File: src/pas_params.svh
// Register offsets, field positions, reset values and framing constants of the PCM port
`ifndef PAS_PARAMS_SVH
`define PAS_PARAMS_SVH

// Register byte offsets (APB, one aligned word each)
`define PAS_ADDR_RXFIFO      8'h00
`define PAS_ADDR_TXFIFO      8'h04
`define PAS_ADDR_GCFG        8'h30
`define PAS_ADDR_SLOTS       8'h34
`define PAS_ADDR_RXSC        8'h38
`define PAS_ADDR_TXSC        8'h3c
`define PAS_ADDR_CLKC        8'h40
// Slot registers: upper nibble selects bank, paddr[3:2] selects slot
`define PAS_BANK_RXDMA       4'h1
`define PAS_BANK_TXDMA       4'h2

// global_config_reg fields
`define PAS_G_EN             0
`define PAS_G_DWL16          1
`define PAS_G_FSS            2
`define PAS_G_FSL_LO         3
`define PAS_G_INV            5
`define PAS_G_DMA            6
`define PAS_G_NET            7
`define PAS_G_NSL_LO         8
`define PAS_G_INTCLK         10
`define PAS_G_INTFS          11
`define PAS_G_ASYNC          12
`define PAS_GCFG_W           13
`define PAS_GCFG_RESET       13'h0000

// Slot assignment register: rx mask [3:0], tx mask [7:4]
`define PAS_SLOTS_RESET      8'h11

// Clock control: bit prescaler [7:0], bits per frame minus one [14:8]
`define PAS_CLKC_W           15
`define PAS_CLKC_RESET       15'h0f00

// Status bit positions in the rx/tx status-control registers
`define PAS_SC_ERR           0

// Long frame sync lengths in bit clocks
`define PAS_LONG_SYNC_8      7'h06
`define PAS_LONG_SYNC_16     7'h0d

// Last bit index of a word
`define PAS_WL_M1_8          4'h7
`define PAS_WL_M1_16         4'hf

`endif

File: src/pas_pkg.sv
// Shared types of the PCM audio serial port
package pas_pkg;

	// One audio data word as held in FIFOs and slot registers
	typedef logic [15:0] pas_word_t;

	// Slot number within a network frame
	typedef logic [1:0] pas_slot_t;

endpackage : pas_pkg

File: src/pas_serial_top.sv
// PCM audio serial port: APB registers, framing, rx/tx shift paths, FIFOs and slot registers
//
// Implementation choices: the APB interface to the registers and the address map.
`include "pas_params.svh"
`timescale 1ns/1ps
`default_nettype none

module pas_serial_top #(
	parameter int DEPTH = 16,
	parameter int SLOTS = 4
) (
	// Clock, enable, reset
	input  wire logic        clk,
	input  wire logic        ce,
	input  wire logic        nrst,
	// APB slave
	input  wire logic [7:0]  paddr,
	input  wire logic        psel,
	input  wire logic        penable,
	input  wire logic        pwrite,
	input  wire logic [31:0] pwdata,
	output logic      [31:0] prdata,
	output logic             pready,
	output logic             pslverr,
	// Common shift clock pin, two-way
	input  wire logic        shift_clock_pin_i,
	output logic             shift_clock_pin_o,
	output logic             shift_clock_pin_oe,
	// Common frame sync pin, two-way
	input  wire logic        common_frame_sync_pin_i,
	output logic             common_frame_sync_pin_o,
	output logic             common_frame_sync_pin_oe,
	// Separate receive clock and sync, used in asynchronous mode
	input  wire logic        rx_shift_clock_pin,
	input  wire logic        rx_frame_sync_pin,
	// Serial data
	input  wire logic        serial_rx_data_pin,
	output logic             serial_tx_data_pin_o,
	output logic             serial_tx_data_pin_oe,
	// DMA requests per slot
	output logic [SLOTS-1:0] rx_dma_req,
	output logic [SLOTS-1:0] tx_dma_req
);

	// Configuration registers
	logic [`PAS_GCFG_W-1:0] global_config_reg;  // Mode and framing
	logic [7:0]             slot_assign_reg;    // Rx/tx slot masks
	logic [`PAS_CLKC_W-1:0] clock_ctrl_reg;     // Prescalers
	// Field views
	logic en, dwl16, sync_length_select, inv, dma, net, int_clk, int_fs, async_rx;
	logic [1:0] long_sync_length_field, nsl_m1;
	logic [3:0] wl_m1;
	logic [7:0] bit_presc;
	logic [6:0] frame_m1;
	assign en        = global_config_reg[`PAS_G_EN];
	assign dwl16     = global_config_reg[`PAS_G_DWL16];
	assign sync_length_select       = global_config_reg[`PAS_G_FSS];
	assign long_sync_length_field       = global_config_reg[`PAS_G_FSL_LO+1:`PAS_G_FSL_LO];
	assign inv       = global_config_reg[`PAS_G_INV];
	assign dma       = global_config_reg[`PAS_G_DMA];
	assign net       = global_config_reg[`PAS_G_NET];
	assign int_clk   = global_config_reg[`PAS_G_INTCLK];
	assign int_fs    = global_config_reg[`PAS_G_INTFS];
	assign async_rx  = global_config_reg[`PAS_G_ASYNC];
	// Normal mode is a one-slot frame
	assign nsl_m1    = net ? global_config_reg[`PAS_G_NSL_LO+1:`PAS_G_NSL_LO] : 2'h0;
	assign wl_m1     = dwl16 ? `PAS_WL_M1_16 : `PAS_WL_M1_8;
	assign bit_presc = clock_ctrl_reg[7:0];
	assign frame_m1  = clock_ctrl_reg[14:8];

	// Pin levels after two flops: rx clk, rx fs, common clk, common fs, data
	logic [4:0] pin_s;
	pas_sync #(.W(5)) u_sync (
		.clk (clk),
		.ce  (ce),
		.nrst(nrst),
		.d   ({rx_shift_clock_pin, rx_frame_sync_pin, shift_clock_pin_i,
		       common_frame_sync_pin_i, serial_rx_data_pin}),
		.q   (pin_s)
	);

	// Internal bit clock divider
	logic [7:0] div_cnt_reg;
	logic       sck_gen_reg;
	logic       div_wrap;
	assign div_wrap = (div_cnt_reg == bit_presc);

	// Toggles each bit_presc+1 cycles while generating
	always_ff @(posedge clk)
	begin
		if (!nrst)
		begin
			div_cnt_reg <= 8'h00;
			sck_gen_reg <= 1'b0;
		end
		else if (ce)
		begin
			div_cnt_reg <= (!en || !int_clk || div_wrap) ? 8'h00 : div_cnt_reg + 8'h01;
			sck_gen_reg <= (en && int_clk) ? (sck_gen_reg ^ div_wrap) : 1'b0;
		end
	end

	// Clock and sync levels as seen by each path
	logic fs_gen_reg;
	logic com_clk_lvl, rx_clk_lvl, com_fs_lvl, rx_fs_lvl;
	assign com_clk_lvl = int_clk ? sck_gen_reg : pin_s[2];
	assign rx_clk_lvl  = async_rx ? pin_s[4] : com_clk_lvl;
	assign com_fs_lvl  = int_fs ? fs_gen_reg : (pin_s[1] ^ inv);
	assign rx_fs_lvl   = async_rx ? (pin_s[3] ^ inv) : com_fs_lvl;

	// Edge detection on clock levels
	logic com_clk_prev, rx_clk_prev;
	logic com_rise, com_fall, rx_fall;
	assign com_rise = en && com_clk_lvl && !com_clk_prev;
	assign com_fall = en && !com_clk_lvl && com_clk_prev;
	assign rx_fall  = en && !rx_clk_lvl && rx_clk_prev;

	// Frame sync generator, counts bits of a frame
	logic [6:0] fcnt_reg, fcnt_next, long_len;
	logic       fs_gen_d, gen_wrap;
	assign gen_wrap  = com_rise && (fcnt_reg == frame_m1);
	assign fcnt_next = gen_wrap ? 7'h00 : fcnt_reg + 7'h01;
	// Long length: 6 for bytes, 13..16 for words
	assign long_len  = dwl16 ? (`PAS_LONG_SYNC_16 + {5'h00, long_sync_length_field}) : `PAS_LONG_SYNC_8;
	// Short pulse sits on the last bit before the frame
	assign fs_gen_d  = !(en && int_fs) ? 1'b0 :
	                   !com_rise ? fs_gen_reg :
	                   sync_length_select ? (fcnt_next < long_len) : (fcnt_next == frame_m1);

	// Sync samples taken on falling edges
	logic cf_fs_q, cf_fs_q2, rx_fs_q;

	// Edge history, frame counter, sync outputs
	always_ff @(posedge clk)
	begin
		if (!nrst)
		begin
			com_clk_prev             <= 1'b0;
			rx_clk_prev              <= 1'b0;
			fcnt_reg                 <= 7'h00;
			fs_gen_reg               <= 1'b0;
			cf_fs_q                  <= 1'b0;
			cf_fs_q2                 <= 1'b0;
			rx_fs_q                  <= 1'b0;
			shift_clock_pin_oe       <= 1'b0;
			common_frame_sync_pin_o  <= 1'b0;
			common_frame_sync_pin_oe <= 1'b0;
		end
		else if (ce)
		begin
			com_clk_prev <= com_clk_lvl;
			rx_clk_prev  <= rx_clk_lvl;
			if (!en)
				fcnt_reg <= 7'h00;
			else if (com_rise)
				fcnt_reg <= fcnt_next;
			fs_gen_reg <= fs_gen_d;
			if (com_fall)
			begin
				cf_fs_q  <= com_fs_lvl;
				cf_fs_q2 <= cf_fs_q;
			end
			if (rx_fall)
				rx_fs_q <= rx_fs_lvl;
			// Drive pins only when generating them
			shift_clock_pin_oe       <= en && int_clk;
			common_frame_sync_pin_o  <= fs_gen_d ^ inv;
			common_frame_sync_pin_oe <= en && int_fs;
		end
	end
	assign shift_clock_pin_o = sck_gen_reg;

	// Receive framing: short starts after sync falls, long with sync rise
	logic       rx_first, rx_take, rx_done, rx_last, rx_asg, rx_move;
	logic [3:0] rx_idx;
	logic [1:0] rx_slot_cur;
	logic [15:0] rx_sr_reg;
	logic [3:0]  rx_bit_reg;
	logic [1:0]  rx_slot_reg;
	logic        rx_act_reg;
	pas_pkg::pas_word_t rx_word, rx_data;
	assign rx_first    = rx_fall && (sync_length_select ? (rx_fs_lvl && !rx_fs_q)
	                                     : (rx_fs_q && !rx_fs_lvl));
	assign rx_take     = rx_fall && (rx_first || rx_act_reg);
	assign rx_idx      = rx_first ? 4'h0 : rx_bit_reg;
	assign rx_slot_cur = rx_first ? 2'h0 : rx_slot_reg;
	assign rx_word     = {rx_sr_reg[14:0], pin_s[0]};
	assign rx_done     = rx_take && (rx_idx == wl_m1);
	assign rx_last     = (rx_slot_cur == nsl_m1);
	// Every slot is shifted in, only assigned ones are moved
	assign rx_asg      = net ? slot_assign_reg[rx_slot_cur] : (rx_slot_cur == 2'h0);
	assign rx_move     = rx_done && rx_asg;
	assign rx_data     = dwl16 ? rx_word : {8'h00, rx_word[7:0]};

	// Receive shift register and slot counters
	always_ff @(posedge clk)
	begin
		if (!nrst)
		begin
			rx_sr_reg   <= 16'h0000;
			rx_bit_reg  <= 4'h0;
			rx_slot_reg <= 2'h0;
			rx_act_reg  <= 1'b0;
		end
		else if (ce)
		begin
			if (!en)
				rx_act_reg <= 1'b0;
			else if (rx_take)
			begin
				rx_sr_reg   <= rx_word;
				rx_bit_reg  <= rx_done ? 4'h0 : rx_idx + 4'h1;
				rx_slot_reg <= (rx_done && !rx_last) ? rx_slot_cur + 2'h1 : rx_slot_cur;
				rx_act_reg  <= !(rx_done && rx_last);
			end
		end
	end

	// APB access phase and address decode
	logic        acc, wr, rd, a_rxf, a_txf, a_gcfg, a_slot, a_rxsc, a_txsc;
	logic        a_clkc, a_rxdma, a_txdma, hit;
	logic [1:0]  a_idx;
	assign acc     = psel && penable && pready;
	assign wr      = acc && pwrite;
	assign rd      = acc && !pwrite;
	assign a_idx   = paddr[3:2];
	assign a_rxf   = (paddr == `PAS_ADDR_RXFIFO);
	assign a_txf   = (paddr == `PAS_ADDR_TXFIFO);
	assign a_gcfg  = (paddr == `PAS_ADDR_GCFG);
	assign a_slot  = (paddr == `PAS_ADDR_SLOTS);
	assign a_rxsc  = (paddr == `PAS_ADDR_RXSC);
	assign a_txsc  = (paddr == `PAS_ADDR_TXSC);
	assign a_clkc  = (paddr == `PAS_ADDR_CLKC);
	assign a_rxdma = (paddr[7:4] == `PAS_BANK_RXDMA) && (paddr[1:0] == 2'h0);
	assign a_txdma = (paddr[7:4] == `PAS_BANK_TXDMA) && (paddr[1:0] == 2'h0);
	assign hit     = a_rxf | a_txf | a_gcfg | a_slot | a_rxsc | a_txsc | a_clkc
	               | a_rxdma | a_txdma;

	// Receive FIFO: hardware writes, software reads
	logic               rxf_full, rxf_empty, rxf_push, rxo_set, rxo_reg;
	pas_pkg::pas_word_t rxf_head;
	assign rxf_push = rx_move && !dma && !rxf_full;
	assign rxo_set  = rx_move && !dma && rxf_full;
	pas_fifo #(.DEPTH(DEPTH)) u_rx_fifo (
		.clk      (clk),
		.ce       (ce),
		.nrst     (nrst),
		.push     (rxf_push),
		.push_data(rx_data),
		.pop      (rd && a_rxf),
		.pop_back (1'b0),
		.head     (rxf_head),
		.prev     (),
		.full     (rxf_full),
		.empty    (rxf_empty)
	);

	// Transmit framing: long external sync is seen one bit late
	logic       tx_start, tx_step, tx_end_word, tx_load, tx_asg_ld;
	logic [1:0] tx_ld_slot;
	logic [15:0] tx_sr_reg, tx_sr_next;
	logic [3:0]  tx_bit_reg;
	logic [1:0]  tx_slot_reg;
	logic        tx_act_reg, tx_asg_reg, tx_act_next, tx_asg_next;
	assign tx_start    = com_rise && ((sync_length_select && int_fs) ? gen_wrap :
	                     sync_length_select ? (cf_fs_q && !cf_fs_q2) : cf_fs_q);
	assign tx_step     = com_rise && tx_act_reg && !tx_start;
	assign tx_end_word = (tx_bit_reg == wl_m1);
	assign tx_load     = tx_start || (tx_step && tx_end_word && (tx_slot_reg != nsl_m1));
	assign tx_ld_slot  = tx_start ? 2'h0 : tx_slot_reg + 2'h1;
	assign tx_asg_ld   = net ? slot_assign_reg[4 + tx_ld_slot] : (tx_ld_slot == 2'h0);

	// Transmit FIFO: software writes, hardware reads
	logic               txf_full, txf_empty, txf_pop, txf_under, txu_reg;
	pas_pkg::pas_word_t txf_head, txf_prev, tx_word;
	assign txf_pop   = tx_load && tx_asg_ld && !dma && !txf_empty;
	assign txf_under = tx_load && tx_asg_ld && !dma && txf_empty;
	pas_fifo #(.DEPTH(DEPTH)) u_tx_fifo (
		.clk      (clk),
		.ce       (ce),
		.nrst     (nrst),
		.push     (wr && a_txf),
		.push_data(pwdata[15:0]),
		.pop      (txf_pop),
		.pop_back (txf_under),
		.head     (txf_head),
		.prev     (txf_prev),
		.full     (txf_full),
		.empty    (txf_empty)
	);

	// Slot registers for DMA, one set per slot
	pas_pkg::pas_word_t rx_dma_reg [SLOTS];
	pas_pkg::pas_word_t tx_dma_reg [SLOTS];
	logic [SLOTS-1:0]   rx_full_reg, tx_full_reg, tx_full_next;
	genvar n;
	generate
		for (n = 0; n < SLOTS; n++)
		begin : g_slot
			logic rx_hit, tx_take;
			assign rx_hit  = rx_move && dma && (rx_slot_cur == n);
			// A hardware load leaves the word in place for resending
			assign tx_take = tx_load && tx_asg_ld && dma && (tx_ld_slot == n);
			assign tx_full_next[n] = (wr && a_txdma && (a_idx == n))
			                       || (tx_full_reg[n] && !tx_take);
			// Newest word overwrites; new word wins over a read
			always_ff @(posedge clk)
			begin
				if (!nrst)
				begin
					rx_dma_reg[n]  <= 16'h0000;
					tx_dma_reg[n]  <= 16'h0000;
					rx_full_reg[n] <= 1'b0;
					tx_full_reg[n] <= 1'b0;
					rx_dma_req[n]  <= 1'b0;
					tx_dma_req[n]  <= 1'b0;
				end
				else if (ce)
				begin
					if (rx_hit)
						rx_dma_reg[n] <= rx_data;
					rx_full_reg[n] <= rx_hit || (rx_full_reg[n] && !(rd && a_rxdma && (a_idx == n)));
					rx_dma_req[n]  <= rx_hit || (rx_full_reg[n] && !(rd && a_rxdma && (a_idx == n)));
					if (wr && a_txdma && (a_idx == n))
						tx_dma_reg[n] <= pwdata[15:0];
					tx_full_reg[n] <= tx_full_next[n];
					tx_dma_req[n]  <= en && dma && !tx_full_next[n]
					               && (net ? slot_assign_reg[4 + n] : (n == 0));
				end
			end
		end
	endgenerate

	// Word for the next slot; an underrun resends the previous entry
	assign tx_word     = dma ? tx_dma_reg[tx_ld_slot] : (txf_empty ? txf_prev : txf_head);
	assign tx_sr_next  = (tx_load && tx_asg_ld) ? tx_word :
	                     tx_step ? {tx_sr_reg[14:0], 1'b0} : tx_sr_reg;
	assign tx_act_next = tx_load ? 1'b1 : (tx_step && tx_end_word) ? 1'b0 : tx_act_reg;
	assign tx_asg_next = tx_load ? tx_asg_ld : tx_asg_reg;

	// Transmit shift register, counters and data pin
	always_ff @(posedge clk)
	begin
		if (!nrst)
		begin
			tx_sr_reg             <= 16'h0000;
			tx_bit_reg            <= 4'h0;
			tx_slot_reg           <= 2'h0;
			tx_act_reg            <= 1'b0;
			tx_asg_reg            <= 1'b0;
			serial_tx_data_pin_o  <= 1'b0;
			serial_tx_data_pin_oe <= 1'b0;
		end
		else if (ce)
		begin
			if (!en)
			begin
				tx_act_reg            <= 1'b0;
				serial_tx_data_pin_oe <= 1'b0;
			end
			else if (com_rise)
			begin
				tx_sr_reg             <= tx_sr_next;
				tx_bit_reg            <= tx_load ? 4'h0 : tx_bit_reg + 4'h1;
				tx_slot_reg           <= tx_load ? tx_ld_slot : tx_slot_reg;
				tx_act_reg            <= tx_act_next;
				tx_asg_reg            <= tx_asg_next;
				serial_tx_data_pin_o  <= tx_sr_next[wl_m1];
				serial_tx_data_pin_oe <= tx_act_next && tx_asg_next;
			end
		end
	end

	// Read data selection
	logic [31:0] rd_mux;
	assign rd_mux = a_rxf   ? {16'h0000, rxf_head} :
	                a_rxdma ? {16'h0000, rx_dma_reg[a_idx]} :
	                a_gcfg  ? {19'h00000, global_config_reg} :
	                a_slot  ? {24'h000000, slot_assign_reg} :
	                a_rxsc  ? {24'h000000, rx_full_reg, 1'b0, rxf_full, rxf_empty, rxo_reg} :
	                a_txsc  ? {24'h000000, tx_full_reg, 1'b0, txf_full, txf_empty, txu_reg} :
	                a_clkc  ? {17'h00000, clock_ctrl_reg} : 32'h00000000;

	// APB answer, configuration writes and error flags
	always_ff @(posedge clk)
	begin
		if (!nrst)
		begin
			pready            <= 1'b0;
			pslverr           <= 1'b0;
			prdata            <= 32'h00000000;
			global_config_reg <= `PAS_GCFG_RESET;
			slot_assign_reg   <= `PAS_SLOTS_RESET;
			clock_ctrl_reg    <= `PAS_CLKC_RESET;
			rxo_reg           <= 1'b0;
			txu_reg           <= 1'b0;
		end
		else if (ce)
		begin
			// One wait-free access phase after each setup
			pready  <= psel && !penable;
			pslverr <= psel && !penable && !hit;
			if (psel && !penable && !pwrite)
				prdata <= rd_mux;
			if (wr && a_gcfg)
				global_config_reg <= pwdata[`PAS_GCFG_W-1:0];
			if (wr && a_slot)
				slot_assign_reg <= pwdata[7:0];
			if (wr && a_clkc)
				clock_ctrl_reg <= pwdata[`PAS_CLKC_W-1:0];
			// Set wins over write-one-to-clear
			rxo_reg <= rxo_set || (rxo_reg && !(wr && a_rxsc && pwdata[`PAS_SC_ERR]));
			txu_reg <= txf_under || (txu_reg && !(wr && a_txsc && pwdata[`PAS_SC_ERR]));
		end
	end

endmodule : pas_serial_top

`default_nettype wire

File: src/pas_sync.sv
// Two-flop synchroniser for pin levels entering the clk domain
`timescale 1ns/1ps
`default_nettype none

module pas_sync #(
	parameter int W = 1
) (
	// Clock, enable, reset
	input  wire logic         clk,
	input  wire logic         ce,
	input  wire logic         nrst,
	// Asynchronous levels in, synchronised levels out
	input  wire logic [W-1:0] d,
	output logic      [W-1:0] q
);

	logic [W-1:0] meta_reg;  // First stage, read only by second stage
	logic [W-1:0] sync_reg;  // Second stage

	// Two stages, frozen with the clock enable
	always_ff @(posedge clk)
	begin
		if (!nrst)
		begin
			meta_reg <= '0;
			sync_reg <= '0;
		end
		else if (ce)
		begin
			meta_reg <= d;
			sync_reg <= meta_reg;
		end
	end

	assign q = sync_reg;

endmodule : pas_sync

`default_nettype wire

File: src/pas_fifo.sv
// Circular FIFO with read/write pointers and a last-access flag
`timescale 1ns/1ps
`default_nettype none

module pas_fifo #(
	parameter int DEPTH = 16,
	parameter int PW    = $clog2(DEPTH)
) (
	// Clock, enable, reset
	input  wire logic              clk,
	input  wire logic              ce,
	input  wire logic              nrst,
	// Write side (never blocked here)
	input  wire logic              push,
	input  wire pas_pkg::pas_word_t push_data,
	// Read side
	input  wire logic              pop,
	input  wire logic              pop_back,
	output pas_pkg::pas_word_t     head,
	output pas_pkg::pas_word_t     prev,
	// Status
	output logic                   full,
	output logic                   empty
);

	pas_pkg::pas_word_t mem [DEPTH];  // Entry storage
	logic [PW-1:0] wp_reg;            // Write pointer
	logic [PW-1:0] rp_reg;            // Read pointer
	logic          last_wr_reg;       // Last access was a write

	// Storage and pointers; push and pop advance by one each
	always_ff @(posedge clk)
	begin
		if (!nrst)
		begin
			wp_reg      <= '0;
			rp_reg      <= '0;
			last_wr_reg <= 1'b0;
		end
		else if (ce)
		begin
			if (push)
			begin
				mem[wp_reg] <= push_data;
				wp_reg      <= wp_reg + PW'(1);
			end
			if (pop)
				rp_reg <= rp_reg + PW'(1);
			// Both in one cycle keep the distance, so the flag stays
			if (push && !(pop || pop_back))
				last_wr_reg <= 1'b1;
			else if ((pop || pop_back) && !push)
				last_wr_reg <= 1'b0;
		end
	end

	// Equal pointers: full after a write, empty after a read
	assign full  = (wp_reg == rp_reg) && last_wr_reg;
	assign empty = (wp_reg == rp_reg) && !last_wr_reg;
	assign head  = mem[rp_reg];
	// Entry one behind the read pointer, i.e. plus DEPTH-1
	assign prev  = mem[rp_reg + PW'(DEPTH - 1)];

endmodule : pas_fifo

`default_nettype wire

File: config.mk
export PLATFORM = sky130hd
export DESIGN_NAME = pas_serial_top
export DESIGN_NICKNAME = d
export VERILOG_FILES = /design/src/pas_pkg.sv /design/src/pas_serial_top.sv /design/src/pas_sync.sv /design/src/pas_fifo.sv
export VERILOG_INCLUDE_DIRS = /design/src
export SDC_FILE = /design/constraint.sdc
export NUM_CORES = 1
export LEC_CHECK = 0
export BUFFER_PORTS_ARGS = -buffer_cell sky130_fd_sc_hd__buf_2
export CAP_MARGIN = 20
export CORE_AREA = 2 2 299 301
export DETAILED_ROUTE_END_ITERATION = 16
export DIE_AREA = 0 0 301 303
export HOLD_SLACK_MARGIN = 0.12
export SYNTH_ARGS = -nofsm -noshare
export SYNTH_HDL_FRONTEND = slang
export SYNTH_HIERARCHICAL = 1
export SYNTH_SLANG_ARGS = --single-unit
File: constraint.sdc
create_clock -name clk -period 5 [get_ports clk]
set_clock_uncertainty 0.1 [all_clocks]
set_input_delay 1 -clock clk [delete_from_list [all_inputs] [get_ports clk]]
set_output_delay 1 -clock clk [all_outputs]
set_load 0.005 [all_outputs]
==> results.yml <==
clocking:
  cts_tree: "done"
  clkSinkCount: 817
  postCtsResizedCells: 0
  hold_buffers: 0
  numCtsBuffers: 88
  clk_latency_ns: 0.63
  post-cts-setup-buffers: 0
  clock_path_buffers: 3
  root_buffer: "clkbuf_16"
  ctsHtreeMaxLevel: 3
  clkTransAtPathRegs_ns: 0.06
critical_path:
  worstPathMaxFanout: 16
  arrival_ns: 4.46
  criticalPathCategory: "reg -> reg"
  crit_required_ns: 5.18
  cp-start-kind: "register"
  end_kind: "register"
logic_synthesis:
  synth.avg_cell_area_sq_um: 14.2
  synthCells: 2620
  ys_warn_count: 6
  synth_area_sq_mm: 0.0371
detailed_routing:
  avgRoutedWirePerCell_um: 25.0
  wl_mm: 98.5
  dr.first_iter.drc_count: 2164
  viasPerCell: 5.82
  dr.pass1.iters: 6
  drc: 0
  drtAntennaViolNets: 0
  vias: 23000
die:
  dieWidth_um: 301
  fp.coreArea_sq_mm: 0.0880
  num_rows: 109
  die_h_um: 303
  dieArea_sq_mm: 0.0912
  start_util_pct: 42.1
  io_pins: 99
power_and_ir_drop:
  share_comb_of_total_power_pct: 1.9
  power.internal_w: 0.0112
  switching_share_pct: 20.3
  total_leakage_power_nw: 14.7
  p_sw_w: 0.00286
  p_per_area_mw_per_mm2: 335
  pwr-share-clk_pct: 45.8
  ir_drop_mv: 0.275
  seqPwrFrac_pct: 52.3
cells_and_area:
  final_nets: 2783
  areaGrowthSynthToFinish_pct: 12.9
  final_cell_mix: "640 x edfxtp_1, 231 x nand2_1, 191 x mux4_2, 171 x dfxtp_1, 164 x mux2i_1"
  drive_gt1_share_pct: 19.8
  final_common_cell: "edfxtp_1"
  reg.largest.list: "u_rx_fifo/mem: 256 flops, u_tx_fifo/mem: 256 flops"
  postLayoutCoreUtil_pct: 47.6
global_route:
  overflow: 0
  grt_pass1_wl_mm: 147
  grt_pass1_vias: 22900
  grt_max_degree: 57
  antenna_found_initial: 2
  grt_use_total_pct: 21.6
timing:
  hold_ws_ns: 0.374
  post-route-worst-setup-slack_ns: 0.726
  fin_tns_setup_ns: 0
  slew_headroom_pct: 32.4
  setup_viol: 0
  rsz0062_at_grt: "false"
  worst_pin_slew_ns: 1.01
  fmax_mhz: 234
  maxSlewViolCount: 0
  hold_viol: 0
  timing.final.crit_share_pct: 85.5
  period_needed_ns: 4.27
placed_design:
  io_buffer_count: 66
  gp_congestion: 0.859
  hpwlAfterDp_mm: 64.7
  pre_cts_ws_ns: 0.752
job:
  maxCapViolCount: 0
run_status:
  status: "finished clean"
min_path:
  hold_path_class: "reg -> reg"
-- power groups by stage --
stage	sequential, W	combinational, W	clock (W)
floorplan	0.00748	0.000139	0
global placement	0.00749	0.000256	0
detailed placement	0.00749	0.000263	0
CTS	0.00735	0.000263	0.00654
global route	0.00735	0.000286	0.00680
finish	0.00735	0.000267	0.00643
-- metrics by stage --
step                instances  instance area [sq um]  power, W
floorplan                2636                  37200   0.00762
global placement         3777                  38900   0.00774
detailed placement       3778                  39000   0.00775
CTS                      3942                  41800    0.0142
global route             3944                  41900    0.0144
finish                   3945                  41900    0.0140
-- worst max-delay path: stages, from the launching register on --
cell and delay, ns:
dfxtp_1 0.54, nor4_4 0.09, nor3_1 0.32, a21oi_1 0.13, o21bai_1 0.28, and2_1 0.19
ha_1 0.19, nand3_1 0.08, or4_4 0.44, or4_1 0.48, nor2_1 0.23, and3_1 0.26
nand2_1 0.15, nor2_1 0.13, buf_4 0.30
-- worst paths after layout --
check | slack (ns) | startpoint | depth (start not counted) | end
setup / recovery | 0.73 | global_config_reg[5] | 14 | u_rx_fifo/mem[8][9]
hold / removal | 0.37 | tx_sr_reg[0] | 2 | tx_sr_reg[1]
setup reg to reg | 0.73 | global_config_reg[5] | 14 | u_rx_fifo/mem[8][9]
hold reg to reg | 0.37 | tx_sr_reg[0] | 2 | tx_sr_reg[1]
-- routing by layer --
| layer | wire [um] | track usage (%) | vias up |
|---|---|---|---|
| met3 | 6470 | 3.53 | 157 |
| li1 | - | - | 10200 |
| met1 | 41800 | 29.9 | 11800 |
| met2 | 47100 | 34.7 | 827 |
| met5 | 12 | 0 | - |
| met4 | 3040 | 7.24 | 2 |
-- area by class of cell --
type / count / area [sq um]
Timing Repair Buffer: 172 / 1270
Clock buffer: 123 / 2560
Fill cell: 7518 / 46100
Sequential cell: 817 / 22800
Antenna cell: 1 / 2.50
Multi-Input combinational cell: 1591 / 13400
Clock inverter: 41 / 314
Inverter: 35 / 131
Tap cell: 1165 / 1460
(Power assumes the default switching activity.)
